$ cat config.mk
export PLATFORM = sky130hd
export DESIGN_NAME = camio_ctrl
export DESIGN_NICKNAME = d
export VERILOG_FILES = /design/src/rtl/camio_pkg.sv /design/src/rtl/camio_src_if.sv /design/src/rtl/camio_out_line.sv /design/src/rtl/camio_ctrl.sv
export VERILOG_INCLUDE_DIRS = /design/src /design/src/rtl
export SDC_FILE = /design/constraint.sdc
export NUM_CORES = 1
export LEC_CHECK = 0
export ABC_AREA = 1
export BUFFER_PORTS_ARGS = -buffer_cell sky130_fd_sc_hd__buf_2
export CAP_MARGIN = 20
export CORE_UTILIZATION = 30
export DETAILED_ROUTE_END_ITERATION = 6
export HOLD_SLACK_MARGIN = 0.03
export MAX_ROUTING_LAYER = met4
export PLACE_DENSITY = 0.5
export RECOVER_POWER = 25
export SYNTH_ARGS = -nofsm -noshare
export SYNTH_HDL_FRONTEND = slang
export SYNTH_SLANG_ARGS = --single-unit
$ cat constraint.sdc
create_clock -name ref_clk -period 5.33 [get_ports ref_clk]
set_input_delay 1.066 -clock ref_clk [delete_from_list [all_inputs] [get_ports ref_clk]]
set_output_delay 1.066 -clock ref_clk [all_outputs]
set_load 0.05 [all_outputs]
$ cat src/rtl/camio_defines.svh
`ifndef CAMIO_DEFINES_SVH
`define CAMIO_DEFINES_SVH

// ---------------------------------------------
// Register byte offsets
// ---------------------------------------------
`define CAMIO_OFF_LINE_PICK   8'h00
`define CAMIO_OFF_LINE_INV    8'h04
`define CAMIO_OFF_LINE_DIR    8'h08
`define CAMIO_OFF_LINE_SRC    8'h0C
`define CAMIO_OFF_USER_PICK   8'h10
`define CAMIO_OFF_USER_VAL    8'h14
`define CAMIO_OFF_LEVEL_READ  8'h18
`define CAMIO_OFF_ALL_LEVEL   8'h1C
`define CAMIO_OFF_BURST_TOTAL 8'h20
`define CAMIO_OFF_TRIG_CFG    8'h24
`define CAMIO_OFF_ARM_STAT    8'h28

// ---------------------------------------------
// Line indices and field positions
// ---------------------------------------------
`define CAMIO_LINE_OPTO_IN    2'h0
`define CAMIO_LINE_OPTO_OUT   2'h1
`define CAMIO_LINE_BIDIR      2'h2
`define CAMIO_BIT_TRIG_TYPE   0
`define CAMIO_BIT_ROLLING     1

// ---------------------------------------------
// Reset values
// ---------------------------------------------
`define CAMIO_RST_ALL_STD     4'h6
`define CAMIO_RST_ALL_HT      4'h2
`define CAMIO_RST_BURST_TOTAL 8'h01
`define CAMIO_RST_USER_VAL    3'h0
`define CAMIO_RST_INV         3'h0

`endif

$ cat src/rtl/camio_pkg.sv
package camio_pkg;

  // Output source codes, in selector order
  typedef enum logic [2:0] {
    src_strobe,
    src_user_a,
    src_user_b,
    src_user_c,
    src_exposing,
    src_single_arm,
    src_burst_arm
  } camio_src_t;

  // State of one output line
  typedef struct packed {
    logic drive;
  } camio_line_t;

  // State of the line controller
  typedef struct packed {
    logic [1:0]  pick;
    logic [2:0]  inv;
    logic        dir;
    camio_src_t  src_out;
    camio_src_t  src_bid;
    logic [1:0]  upick;
    logic [2:0]  uval;
    logic [7:0]  burst_total;
    logic        trig_type;
    logic        rolling;
    logic        ack;
    logic [31:0] rdat;
    logic [2:0]  sin;
    logic [2:0]  sbd;
    logic        lvl_in;
    logic        lvl_bd;
    logic [3:0]  all_lvl;
    logic        strobe_n;
    logic        exposing_n;
    logic        sbusy;
    logic        bbusy;
    logic [7:0]  bcnt;
  } camio_state_t;

endpackage

$ cat src/rtl/camio_src_if.sv
`timescale 1ns/100ps

// Candidate output sources shared by the line drivers
interface camio_src_if;
  logic       strobe_n;
  logic [2:0] user_lvl;
  logic       exposing_n;
  logic       single_arm;
  logic       burst_arm;

  modport src  (output strobe_n, user_lvl, exposing_n, single_arm, burst_arm);
  modport sink (input  strobe_n, user_lvl, exposing_n, single_arm, burst_arm);
endinterface

$ cat src/rtl/camio_out_line.sv
`timescale 1ns/100ps

module camio_out_line (
  // Clock and reset
  input  wire logic              ref_clk,
  input  wire logic              resetn,
  // Sources
  camio_src_if.sink              src,
  // Line settings
  input  camio_pkg::camio_src_t  pick,
  input  wire logic              invert,
  // Line level
  output logic                   drive
);

  camio_pkg::camio_line_t s_q;
  camio_pkg::camio_line_t s_d;

  // ---------------------------------------------
  // Source selection and inversion
  // ---------------------------------------------
  always_comb begin
    logic sel;
    sel = 1'b0;
    unique case (pick)
      camio_pkg::src_strobe:     sel = src.strobe_n;
      camio_pkg::src_user_a:     sel = src.user_lvl[0];
      camio_pkg::src_user_b:     sel = src.user_lvl[1];
      camio_pkg::src_user_c:     sel = src.user_lvl[2];
      camio_pkg::src_exposing:   sel = src.exposing_n;
      camio_pkg::src_single_arm: sel = src.single_arm;
      camio_pkg::src_burst_arm:  sel = src.burst_arm;
      default:                   sel = 1'b0;
    endcase
    s_d       = s_q;
    s_d.drive = sel ^ invert;
  end

  // Registered line level
  always_ff @(posedge ref_clk or negedge resetn) begin
    if (!resetn) begin
      s_q <= '0;
    end else begin
      s_q <= s_d;
    end
  end

  assign drive = s_q.drive;

endmodule

$ cat src/rtl/camio_ctrl.sv
// Decided for this implementation: the register addresses and the Wishbone interface to the registers.
`timescale 1ns/100ps
`include "camio_defines.svh"

// Summary of operation
// - Input invert flag resets false; when true the sampled input is inverted.
// - Opto output is output only; bidirectional line outputs only in output direction.
// - Opto output drives from reset; bidirectional drives only after direction changes.
// - Each output line has its own seven-way source selector.
// - Every output source selector resets to the first user level.
// - Strobe goes low on trigger, high after exposure delay plus exposure.
// - User-level source drives the stored user level value constantly.
// - Global shutter: exposing indicator low from exposure start to exposure end.
// - Rolling shutter: exposing indicator goes low when last line exposure ends.
// - Generic arm indicator low while ready, high from trigger until ready again.
// - Single-frame arm source low from trigger until frame transfer completes.
// - Burst arm source low from trigger until all burst frames transfer.
// - User level pick selects one of three values; values reset false.
// - Output invert flag resets false; when true the source is inverted.
// - Standard variant per-line status resets false, true, true.
// - Higher-threshold variant per-line status resets false, true, false.
// - All-lines word: opto in bit0, opto out bit1, bidir bit2, post-inversion.
// - All-lines word resets 0x6 on standard and 0x2 on higher-threshold.
// - Bidirectional line resets as input; direction setting switches it.

module camio_ctrl #(
  parameter bit HI_THRESH = 1'b0
) (
  // Clock and reset
  input  wire logic        ref_clk,
  input  wire logic        resetn,
  // Wishbone slave
  input  wire logic        cyc_i,
  input  wire logic        stb_i,
  input  wire logic        we_i,
  input  wire logic [7:0]  adr_i,
  input  wire logic [31:0] dat_i,
  input  wire logic [3:0]  sel_i,
  output logic [31:0]      dat_o,
  output logic             ack_o,
  // Acquisition events
  input  wire logic        frame_trig,
  input  wire logic        burst_trig,
  input  wire logic        exp_start,
  input  wire logic        exp_end,
  input  wire logic        last_line_end,
  input  wire logic        frame_done,
  // Lines
  input  wire logic        opto_in_i,
  output logic             opto_out_o,
  input  wire logic        bidir_i,
  output logic             bidir_o,
  output logic             bidir_oe
);

  // ---------------------------------------------
  // Constants and state
  // ---------------------------------------------

  // Bidirectional input idles high on standard parts, low otherwise
  localparam logic BD_RST = ~HI_THRESH;

  localparam logic [3:0] ALL_RST =
    HI_THRESH ? `CAMIO_RST_ALL_HT : `CAMIO_RST_ALL_STD;

  localparam camio_pkg::camio_state_t RST = '{
    pick:        `CAMIO_LINE_OPTO_IN,
    inv:         `CAMIO_RST_INV,
    dir:         1'b0,
    src_out:     camio_pkg::src_user_a,
    src_bid:     camio_pkg::src_user_a,
    upick:       2'h0,
    uval:        `CAMIO_RST_USER_VAL,
    burst_total: `CAMIO_RST_BURST_TOTAL,
    trig_type:   1'b0,
    rolling:     1'b0,
    ack:         1'b0,
    rdat:        32'h0000_0000,
    sin:         3'h0,
    sbd:         {3{BD_RST}},
    lvl_in:      1'b0,
    lvl_bd:      BD_RST,
    all_lvl:     ALL_RST,
    strobe_n:    1'b1,
    exposing_n:  1'b1,
    sbusy:       1'b0,
    bbusy:       1'b0,
    bcnt:        8'h00
  };

  camio_pkg::camio_state_t s_q;
  camio_pkg::camio_state_t s_d;

  camio_src_if src_if ();

  logic out_drv;
  logic bid_drv;

  // ---------------------------------------------
  // Helpers
  // ---------------------------------------------

  // Word address match
  function automatic logic hit(input logic [7:0] a, input logic [7:0] off);
    return a[7:2] == off[7:2];
  endfunction

  // Line or user index within the three legal values
  function automatic logic idx_ok(input logic [1:0] v);
    return v != 2'h3;
  endfunction

  // ---------------------------------------------
  // Next-state logic
  // ---------------------------------------------
  always_comb begin
    logic [31:0] rd;
    logic        req;
    logic        wr;
    logic        bid_stat;
    logic        arm;
    rd       = 32'h0000_0000;
    bid_stat = 1'b0;
    s_d      = s_q;
    req = cyc_i & stb_i;
    wr  = req & we_i & s_q.ack & sel_i[0];
    arm = s_q.trig_type ? s_q.bbusy : s_q.sbusy;

    // Three-stage pin synchronisers
    s_d.sin = {s_q.sin[1:0], opto_in_i};
    s_d.sbd = {s_q.sbd[1:0], bidir_i};
    if (s_q.sin[1] == s_q.sin[2]) begin
      s_d.lvl_in = s_q.sin[2];
    end
    if (s_q.sbd[1] == s_q.sbd[2]) begin
      s_d.lvl_bd = s_q.sbd[2];
    end

    // Line status, post-inversion
    bid_stat = s_q.dir ? ~bid_drv
                       : (s_q.lvl_bd ^ s_q.inv[2]);
    s_d.all_lvl = {1'b0, bid_stat, ~out_drv,
                   s_q.lvl_in ^ s_q.inv[0]};

    // Strobe: low from trigger to exposure end
    if (frame_trig) begin
      s_d.strobe_n = 1'b0;
    end else if (exp_end) begin
      s_d.strobe_n = 1'b1;
    end

    // Exposing indicator per shutter type
    if (!s_q.rolling) begin
      if (exp_start) begin
        s_d.exposing_n = 1'b0;
      end else if (exp_end) begin
        s_d.exposing_n = 1'b1;
      end
    end else begin
      if (last_line_end) begin
        s_d.exposing_n = 1'b0;
      end else if (frame_done) begin
        s_d.exposing_n = 1'b1;
      end
    end

    // Single-frame busy, trigger wins over completion
    if (frame_trig && !s_q.trig_type) begin
      s_d.sbusy = 1'b1;
    end else if (frame_done) begin
      s_d.sbusy = 1'b0;
    end

    // Burst busy and frame count
    if (s_q.bbusy && frame_done) begin
      if ({1'b0, s_q.bcnt} + 9'h001 >= {1'b0, s_q.burst_total}) begin
        s_d.bbusy = 1'b0;
      end else begin
        s_d.bcnt = s_q.bcnt + 8'h01;
      end
    end
    if (burst_trig && s_q.trig_type && !s_d.bbusy) begin
      s_d.bbusy = 1'b1;
      s_d.bcnt  = 8'h00;
    end

    // Read mux, no side effects
    if (hit(adr_i, `CAMIO_OFF_LINE_PICK)) begin
      rd[1:0] = s_q.pick;
    end else if (hit(adr_i, `CAMIO_OFF_LINE_INV)) begin
      rd[0] = s_q.inv[s_q.pick];
    end else if (hit(adr_i, `CAMIO_OFF_LINE_DIR)) begin
      if (s_q.pick == `CAMIO_LINE_BIDIR) begin
        rd[0] = s_q.dir;
      end else begin
        rd[0] = (s_q.pick == `CAMIO_LINE_OPTO_OUT);
      end
    end else if (hit(adr_i, `CAMIO_OFF_LINE_SRC)) begin
      if (s_q.pick == `CAMIO_LINE_OPTO_OUT) begin
        rd[2:0] = s_q.src_out;
      end else if (s_q.pick == `CAMIO_LINE_BIDIR) begin
        rd[2:0] = s_q.src_bid;
      end
    end else if (hit(adr_i, `CAMIO_OFF_USER_PICK)) begin
      rd[1:0] = s_q.upick;
    end else if (hit(adr_i, `CAMIO_OFF_USER_VAL)) begin
      rd[0] = s_q.uval[s_q.upick];
    end else if (hit(adr_i, `CAMIO_OFF_LEVEL_READ)) begin
      rd[0] = s_q.all_lvl[s_q.pick];
    end else if (hit(adr_i, `CAMIO_OFF_ALL_LEVEL)) begin
      rd[3:0] = s_q.all_lvl;
    end else if (hit(adr_i, `CAMIO_OFF_BURST_TOTAL)) begin
      rd[7:0] = s_q.burst_total;
    end else if (hit(adr_i, `CAMIO_OFF_TRIG_CFG)) begin
      rd[`CAMIO_BIT_TRIG_TYPE] = s_q.trig_type;
      rd[`CAMIO_BIT_ROLLING]   = s_q.rolling;
    end else if (hit(adr_i, `CAMIO_OFF_ARM_STAT)) begin
      rd[0] = arm;
    end

    // Bus handshake: ack one cycle after request
    s_d.ack = req & ~s_q.ack;
    if (req && !s_q.ack) begin
      s_d.rdat = rd;
    end

    // Register writes, taken at the ack edge
    if (wr) begin
      if (hit(adr_i, `CAMIO_OFF_LINE_PICK) && idx_ok(dat_i[1:0])) begin
        s_d.pick = dat_i[1:0];
      end
      if (hit(adr_i, `CAMIO_OFF_LINE_INV)) begin
        s_d.inv[s_q.pick] = dat_i[0];
      end
      if (hit(adr_i, `CAMIO_OFF_LINE_DIR)
          && s_q.pick == `CAMIO_LINE_BIDIR) begin
        s_d.dir = dat_i[0];
      end
      if (hit(adr_i, `CAMIO_OFF_LINE_SRC) && dat_i[2:0] != 3'h7) begin
        if (s_q.pick == `CAMIO_LINE_OPTO_OUT) begin
          s_d.src_out = camio_pkg::camio_src_t'(dat_i[2:0]);
        end else if (s_q.pick == `CAMIO_LINE_BIDIR) begin
          s_d.src_bid = camio_pkg::camio_src_t'(dat_i[2:0]);
        end
      end
      if (hit(adr_i, `CAMIO_OFF_USER_PICK) && idx_ok(dat_i[1:0])) begin
        s_d.upick = dat_i[1:0];
      end
      if (hit(adr_i, `CAMIO_OFF_USER_VAL)) begin
        s_d.uval[s_q.upick] = dat_i[0];
      end
      if (hit(adr_i, `CAMIO_OFF_BURST_TOTAL) && dat_i[7:0] != 8'h00) begin
        s_d.burst_total = dat_i[7:0];
      end
      if (hit(adr_i, `CAMIO_OFF_TRIG_CFG)) begin
        s_d.trig_type = dat_i[`CAMIO_BIT_TRIG_TYPE];
        s_d.rolling   = dat_i[`CAMIO_BIT_ROLLING];
      end
    end
  end

  // ---------------------------------------------
  // State register
  // ---------------------------------------------

  // Power-on values for all control and status
  always_ff @(posedge ref_clk or negedge resetn) begin
    if (!resetn) begin
      s_q <= RST;
    end else begin
      s_q <= s_d;
    end
  end

  // ---------------------------------------------
  // Source bus to the line drivers
  // ---------------------------------------------

  // Arm sources are low while busy
  assign src_if.strobe_n   = s_q.strobe_n;
  assign src_if.user_lvl   = s_q.uval;
  assign src_if.exposing_n = s_q.exposing_n;
  assign src_if.single_arm = ~s_q.sbusy;
  assign src_if.burst_arm  = ~s_q.bbusy;

  // ---------------------------------------------
  // Output line drivers
  // ---------------------------------------------

  // Opto-isolated output line
  camio_out_line u_opto_out (
    .ref_clk (ref_clk),
    .resetn  (resetn),
    .src     (src_if.sink),
    .pick    (s_q.src_out),
    .invert  (s_q.inv[1]),
    .drive   (out_drv)
  );

  // Bidirectional line, output path
  camio_out_line u_bidir_out (
    .ref_clk (ref_clk),
    .resetn  (resetn),
    .src     (src_if.sink),
    .pick    (s_q.src_bid),
    .invert  (s_q.inv[2]),
    .drive   (bid_drv)
  );

  // ---------------------------------------------
  // Pins and bus outputs
  // ---------------------------------------------

  // Opto output always driven; bidir enable follows direction
  assign opto_out_o = out_drv;
  assign bidir_o    = bid_drv;
  assign bidir_oe   = s_q.dir;
  assign dat_o      = s_q.rdat;
  assign ack_o      = s_q.ack;

endmodule

Word-level counts from Yosys, hierarchy flattened
Cells that the tools add are included.
{"block": "op_classes", "n_addsub": 2, "magnitude_cmp": 5, "n_eq_ne": 30, "n_mux": 72, "bitwise_logic": 15, "reduce_logical": 34}
{"operator": "2-to-1 mux 6 bit", "n": 11}
{"operator": "2-to-1 mux 7 bit", "n": 9}
{"operator": "2-to-1 mux 4 bit", "n": 9}
{"operator": "equality test 6 x 3 -> 1 bit, second input constant", "n": 4}
{"operator": "2-to-1 mux 1 bit", "n": 24}
{"operator": "equality test 3 bit, second input constant", "n": 6}
{"operator": "equality test 6 x 4 -> 1 bit, second input constant", "n": 3}
{"operator": "2-to-1 mux 9 bit", "n": 2}
{"operator": "AND reduction 2 bit", "n": 9}
{"operator": "one-hot mux 1 bit (7 select lines)", "n": 2}
{"operator": "equality test 3 x 2 -> 1 bit, second input constant", "n": 4}
{"operator": "equality test 6 x 2 -> 1 bit, second input constant", "n": 2}
{"operator": "logical AND 1 bit", "n": 12}
{"operator": "adder 8 x 1 -> 9 bit, second input constant", "n": 1}
{"operator": "greater-or-equal comparator 9 x 8 -> 1 bit", "n": 1}
{"operator": "2-to-1 mux 3 bit", "n": 3}
{"operator": "adder 8 x 1 -> 8 bit, second input constant", "n": 1}
{"operator": "2-to-1 mux 8 bit", "n": 1}
{"operator": "nonzero test 8 bit", "n": 1}
{"operator": "binary-select mux 1 bit (select 2 bit)", "n": 3}
{"operator": "bitwise mux 3 bit", "n": 2}
{"operator": "equality test 3 x 1 -> 1 bit, second input constant", "n": 2}
{"operator": "equality test 6 x 1 -> 1 bit, second input constant", "n": 1}
{"operator": "zero test 3 bit", "n": 2}
{"operator": "other kinds (20)", "n": 43}
{"block": "word_totals", "register_bits": 61, "in_bits": 57, "output_inout_bits": 36, "word_cells": 182}

Depth between registers and ports, before layout
{"block": "logic_depth", "word_depth": 30, "ltp_mapped": 17, "ltp_nobuf": 17}

Hierarchy
Synthesis repeated with hierarchy kept, for this count alone.
{"block": "hier_totals", "hier_cells": 465, "hier_area_um2": 3674.8}
{"module": "camio_ctrl", "n_inst": 1, "cells_per_inst": 411, "area_each_um2": 3382.0, "seq_area_each_um2": 1490.2}
{"module": "camio_out_line", "n_inst": 2, "cells_per_inst": 27, "area_each_um2": 146.4, "seq_area_each_um2": 25.0}

Worst setup path after synthesis
OpenSTA, ideal clock, no wires.
{"block": "synth_path", "path_kind": "register -> register", "startpoint": "register s_q[0] (netlist name)", "endpoint": "register s_q[6] (netlist name)", "setup_ns": 0.113, "t_arrival_ns": 2.197, "t_required_ns": 5.217, "path_slack_ns": 3.020, "path_stages_with_launch": 14, "synth_period_minus_slack_ns": 2.310, "path_cell_list": "dfrtp_1 -> ha_1 -> nand3_2 -> nor3b_4 -> xor2_1 -> ha_1 -> nand4_1 -> o21bai_1 -> a21oi_4 -> nand3_4 -> nand2_1 -> nand2_1 -> nand2_1 -> inv_1"}
{"block": "synth_via", "elab_chain_len": 8, "word_cells_on_any_way": 12, "cone_classes": "add/sub: 2; order compare: 1; eq/ne: 1; mux: 4; reduce/logical: 4"}
{"item": "from (decl)", "line": "camio_ctrl.sv:91", "rtl": "camio_pkg::camio_state_t s_q;"}
{"item": "from (signal assigned)", "line": "camio_ctrl.sv:269", "rtl": "s_q <= RST;"}
{"item": "from (signal assigned)", "line": "camio_ctrl.sv:271", "rtl": "s_q <= s_d;"}
{"item": "adder 8 x 1 -> 9 bit", "line": "camio_ctrl.sv:176", "rtl": "if ({1'b0, s_q.bcnt} + 9'h001 >= {1'b0, s_q.burst_total}) begin"}
{"item": "greater-or-equal comparator 9 x 8 -> 1 bit", "line": "camio_ctrl.sv:176"}
{"item": "2-to-1 mux 1 bit", "line": "camio_ctrl.sv:176"}
{"item": "2-to-1 mux 9 bit", "line": "camio_ctrl.sv:175", "rtl": "if (s_q.bbusy && frame_done) begin"}
{"item": "zero test 1 bit", "line": "camio_ctrl.sv:182", "rtl": "if (burst_trig && s_q.trig_type && !s_d.bbusy) begin"}
{"item": "logical AND 1 bit", "line": "camio_ctrl.sv:182"}
{"item": "inequality test 2 x 1 -> 1 bit (no line) or nonzero test 2 bit (tied branches)"}
{"item": "AND reduction 2 bit (no line)"}
Parallel ways exist; a longest one is shown, timed or not. The select of a mux whose other input is x is not followed.
A chain may end at the register's enable or synchronous reset.

Final worst setup path
{"block": "layout_path", "startpoint": "register s_q[0] (netlist name)", "endpoint": "register s_q[0] (netlist name)"}
Same word-level chain as after synthesis.

==> flow_metrics.tcl <==
set metrics [dict create \
    die_x_um 111 \
    finish.utilization 0.354 \
    drt_iter0_markers 190 \
    worstPathRequired_ns 5.59 \
    vdd_drop_max_mv 0.142 \
    fin_crit_ns 2.65 \
    setup_viol 0 \
    clk_latency_ns 0.33 \
    ios 93 \
    post_cts_buffers 0 \
    critPathTopFamily "simple AND/OR/NAND/NOR gates" \
    vias_per_cell 4.52 \
    min_delay_path_depth 0 \
    worstRegToRegCells 12 \
    total_power_mw 1.20 \
    tightestPinTransition_ns 0.763 \
    place_area_mm2 0.00376 \
    fin_skew_ns 0.00293 \
    cap_violations 0 \
    diodes 0 \
    fin_crit_sh 0.498 \
    ant_nets 0 \
    crit_start "s_q[0]" \
    cts_tree "yes" \
    critPathLaunchType "register" \
    cp_cell_sequence "ha_1, nand3_2, nor3b_4, xor2_1, ha_1, nand4_1, o21bai_1, a21oi_4, nand3_4, nand3b_4, inv_1, nor2_1" \
    hold_slack_ns 0.349 \
    path_depth 12 \
    holdCritStartpoint "s_d[22]" \
    synthDistinctLibCells 38 \
    grt_max_degree 62 \
    post-place-ws_ns 2.65 \
    crit_buf_inv 1 \
    p_sw_mw 0.319 \
    clkPwrFrac 0.487 \
    cts.htree.levels 3 \
    path_class "register to register" \
    crit_arrival_ns 2.92 \
    grt_antenna_before_repair 0 \
    fp.dieH_um 111 \
    clkTransAtPathRegs_ns 0.05 \
    async_flop_share 1.00 \
    initial_core_util 0.309 \
    dpl.hpwl_um 5930 \
    port_buffers 39 \
    seqPwrFrac 0.408 \
    slowest_stage "dfrtp_1" \
    worstReg2RegStart "s_q[0]" \
    synth_common_cells "101 x nand2_1, 65 x inv_1, 50 x dfrtp_1, 40 x o21ai_0, 32 x buf_4" \
    layout.nets 545 \
    synth-seq-cells 61 \
    drive_gt1_frac 0.161 \
    maxSlewViolCount 0 \
    synth_area_mm2 0.00355 \
    yosys-top-cells-area "dfrtp_1 35%, nand2_1 11%, dfstp_2 8.2%" \
    finalHoldViolations 0 \
    firstDrtPassIters 4 \
    gp_congestion 0.890 \
    status "complete, no violations" \
    drc 0 \
    clockRootBuffer "clkbuf_16" \
    placedCellCount 611 \
    crit_top_cell "ha_1" \
    fmax_ghz 0.377 \
    internal_power_mw 0.878 \
    end_kind "register" \
    synth.avg_cell_area_um2 8.04 \
    power_frac_comb 0.105 \
    grt_usage 0.145 \
    postLayoutCellArea_mm2 0.00406 \
    ys_warn_count 0 \
    critPathMaxFanout 10 \
    sw_frac_of_total 0.267 \
    maxSlewHeadroom 0.491 \
    holdBufCountCts 0 \
    ys.flop_type "dfrtp_1" \
    cpPeakStageDelay_ns 0.43 \
    clock_sinks 61 \
    synth-edff-count 0 \
    vias 2835 \
    powerDensity_mw_per_mm2 295 \
    grt_pass1_vias 2775 \
    synth_most_common_cell "nand2_1" \
    grt_first_pass_wirelength_um 13700 \
    leakage_nw 2.05 \
    hold_class "register to register" \
    cts_resized 0 \
    wirelength_um 7890 \
    detail_route.wl_per_cell_um 12.6 \
    yosysSeqAreaShare 0.434 \
    area_growth_pct 14.4 \
    fin_setup_tns_ns 0 \
    num_rows 39 \
    core_area_mm2 0.0115 \
    finalWorstSetupSlack_ns 2.68 \
    numCtsBuffers 9 \
    finalNonFillerCells 627 \
    yosys.area.top_type "dfrtp_1" \
    dieArea_mm2 0.0123 \
    cts_max_path_buffers 2 \
    gr-total-overflow 0 \
    synth_top_area_frac 0.353 \
    rsz0062_at_grt "false" \
    synthCells 441 \
]
[layer usage]
layer | vias up | global-route usage | routed length (um)
li1 | 1452 | - | -
met1 | 1281 | 0.203 | 4000
met2 | 94 | 0.206 | 3470
met3 | 8 | 0.0262 | 338
met4 | 0 | 0.0622 | 82
met5 | - | - | 0
[kinds of logic after synthesis]
family / count (synthesis) / share of synthesized area
AO/OA/AOI/OAI: 78 / 0.130
XOR/XNOR: 8 / 0.0198
adder cells (fa/ha/maj): 11 / 0.0374
buffers and inverters: 104 / 0.144
flip-flops: 61 / 0.434
other: 1 / 0.00106
AND/OR/NAND/NOR: 178 / 0.233
[flip-flops by register name, summed over array words and instances, names as in the netlist, 3 cells and up]
register and cells:
s_q 40, dat_o 8, s_d 4, src_if.user_lvl 3
[path summary, 6_finish.rpt]
| path | to | slack (ns) |
|---|---|---|
| worst max-delay path | s_q[0] | 2.68 |
| worst min-delay path | s_d[23] | 0.35 |
| worst max register to register | s_q[0] | 2.68 |
| worst min register to register | s_d[23] | 0.35 |
| max in group asynchronous | s_q[80] | 3.94 |
| min in group asynchronous | dat_o[7] | 0.90 |
[cell usage in the layout, fill, tap and decap left out, types with 9 or more instances in the layout]
| master | n |
|---|---|
| clkbuf_16 | 9 |
| inv_1 | 65 |
| nand2_1 | 101 |
| nand3_1 | 23 |
| nor2_1 | 29 |
| nand4_1 | 14 |
| o21ai_0 | 40 |
| buf_2 | 37 |
| conb_1 | 24 |
| ha_1 | 9 |
| dfrtp_1 | 50 |
| dfstp_2 | 10 |
| a21oi_1 | 16 |
[worst register-to-register path, delay by kind of cell, from the launching register on]
family	cells	cell delay (ns)
AND/OR/NAND/NOR	6	0.97
adder cells (fa/ha/maj)	2	0.53
buffers and inverters	1	0.05
XOR/XNOR	1	0.22
flip-flops	1	0.43
AO/OA/AOI/OAI	2	0.39
[layout make-up]
type	instances	area [um2]
fill	1181	7410
multi-input combinational	299	1580
sequential	61	1540
inverter	68	255
clock buffer	10	239
timing repair buffer	40	200
tap	143	179
clock inverter	6	62.6
[power groups by stage]
stage               sequential, mW  clock, mW  combinational (mW)
global route                 0.490      0.625               0.140
finish                       0.488      0.582               0.126
floorplan                    0.499          0               0.101
global placement             0.497          0               0.127
CTS                          0.489      0.598               0.128
detailed placement           0.497          0               0.128
Power figures use the tool's default switching activity.
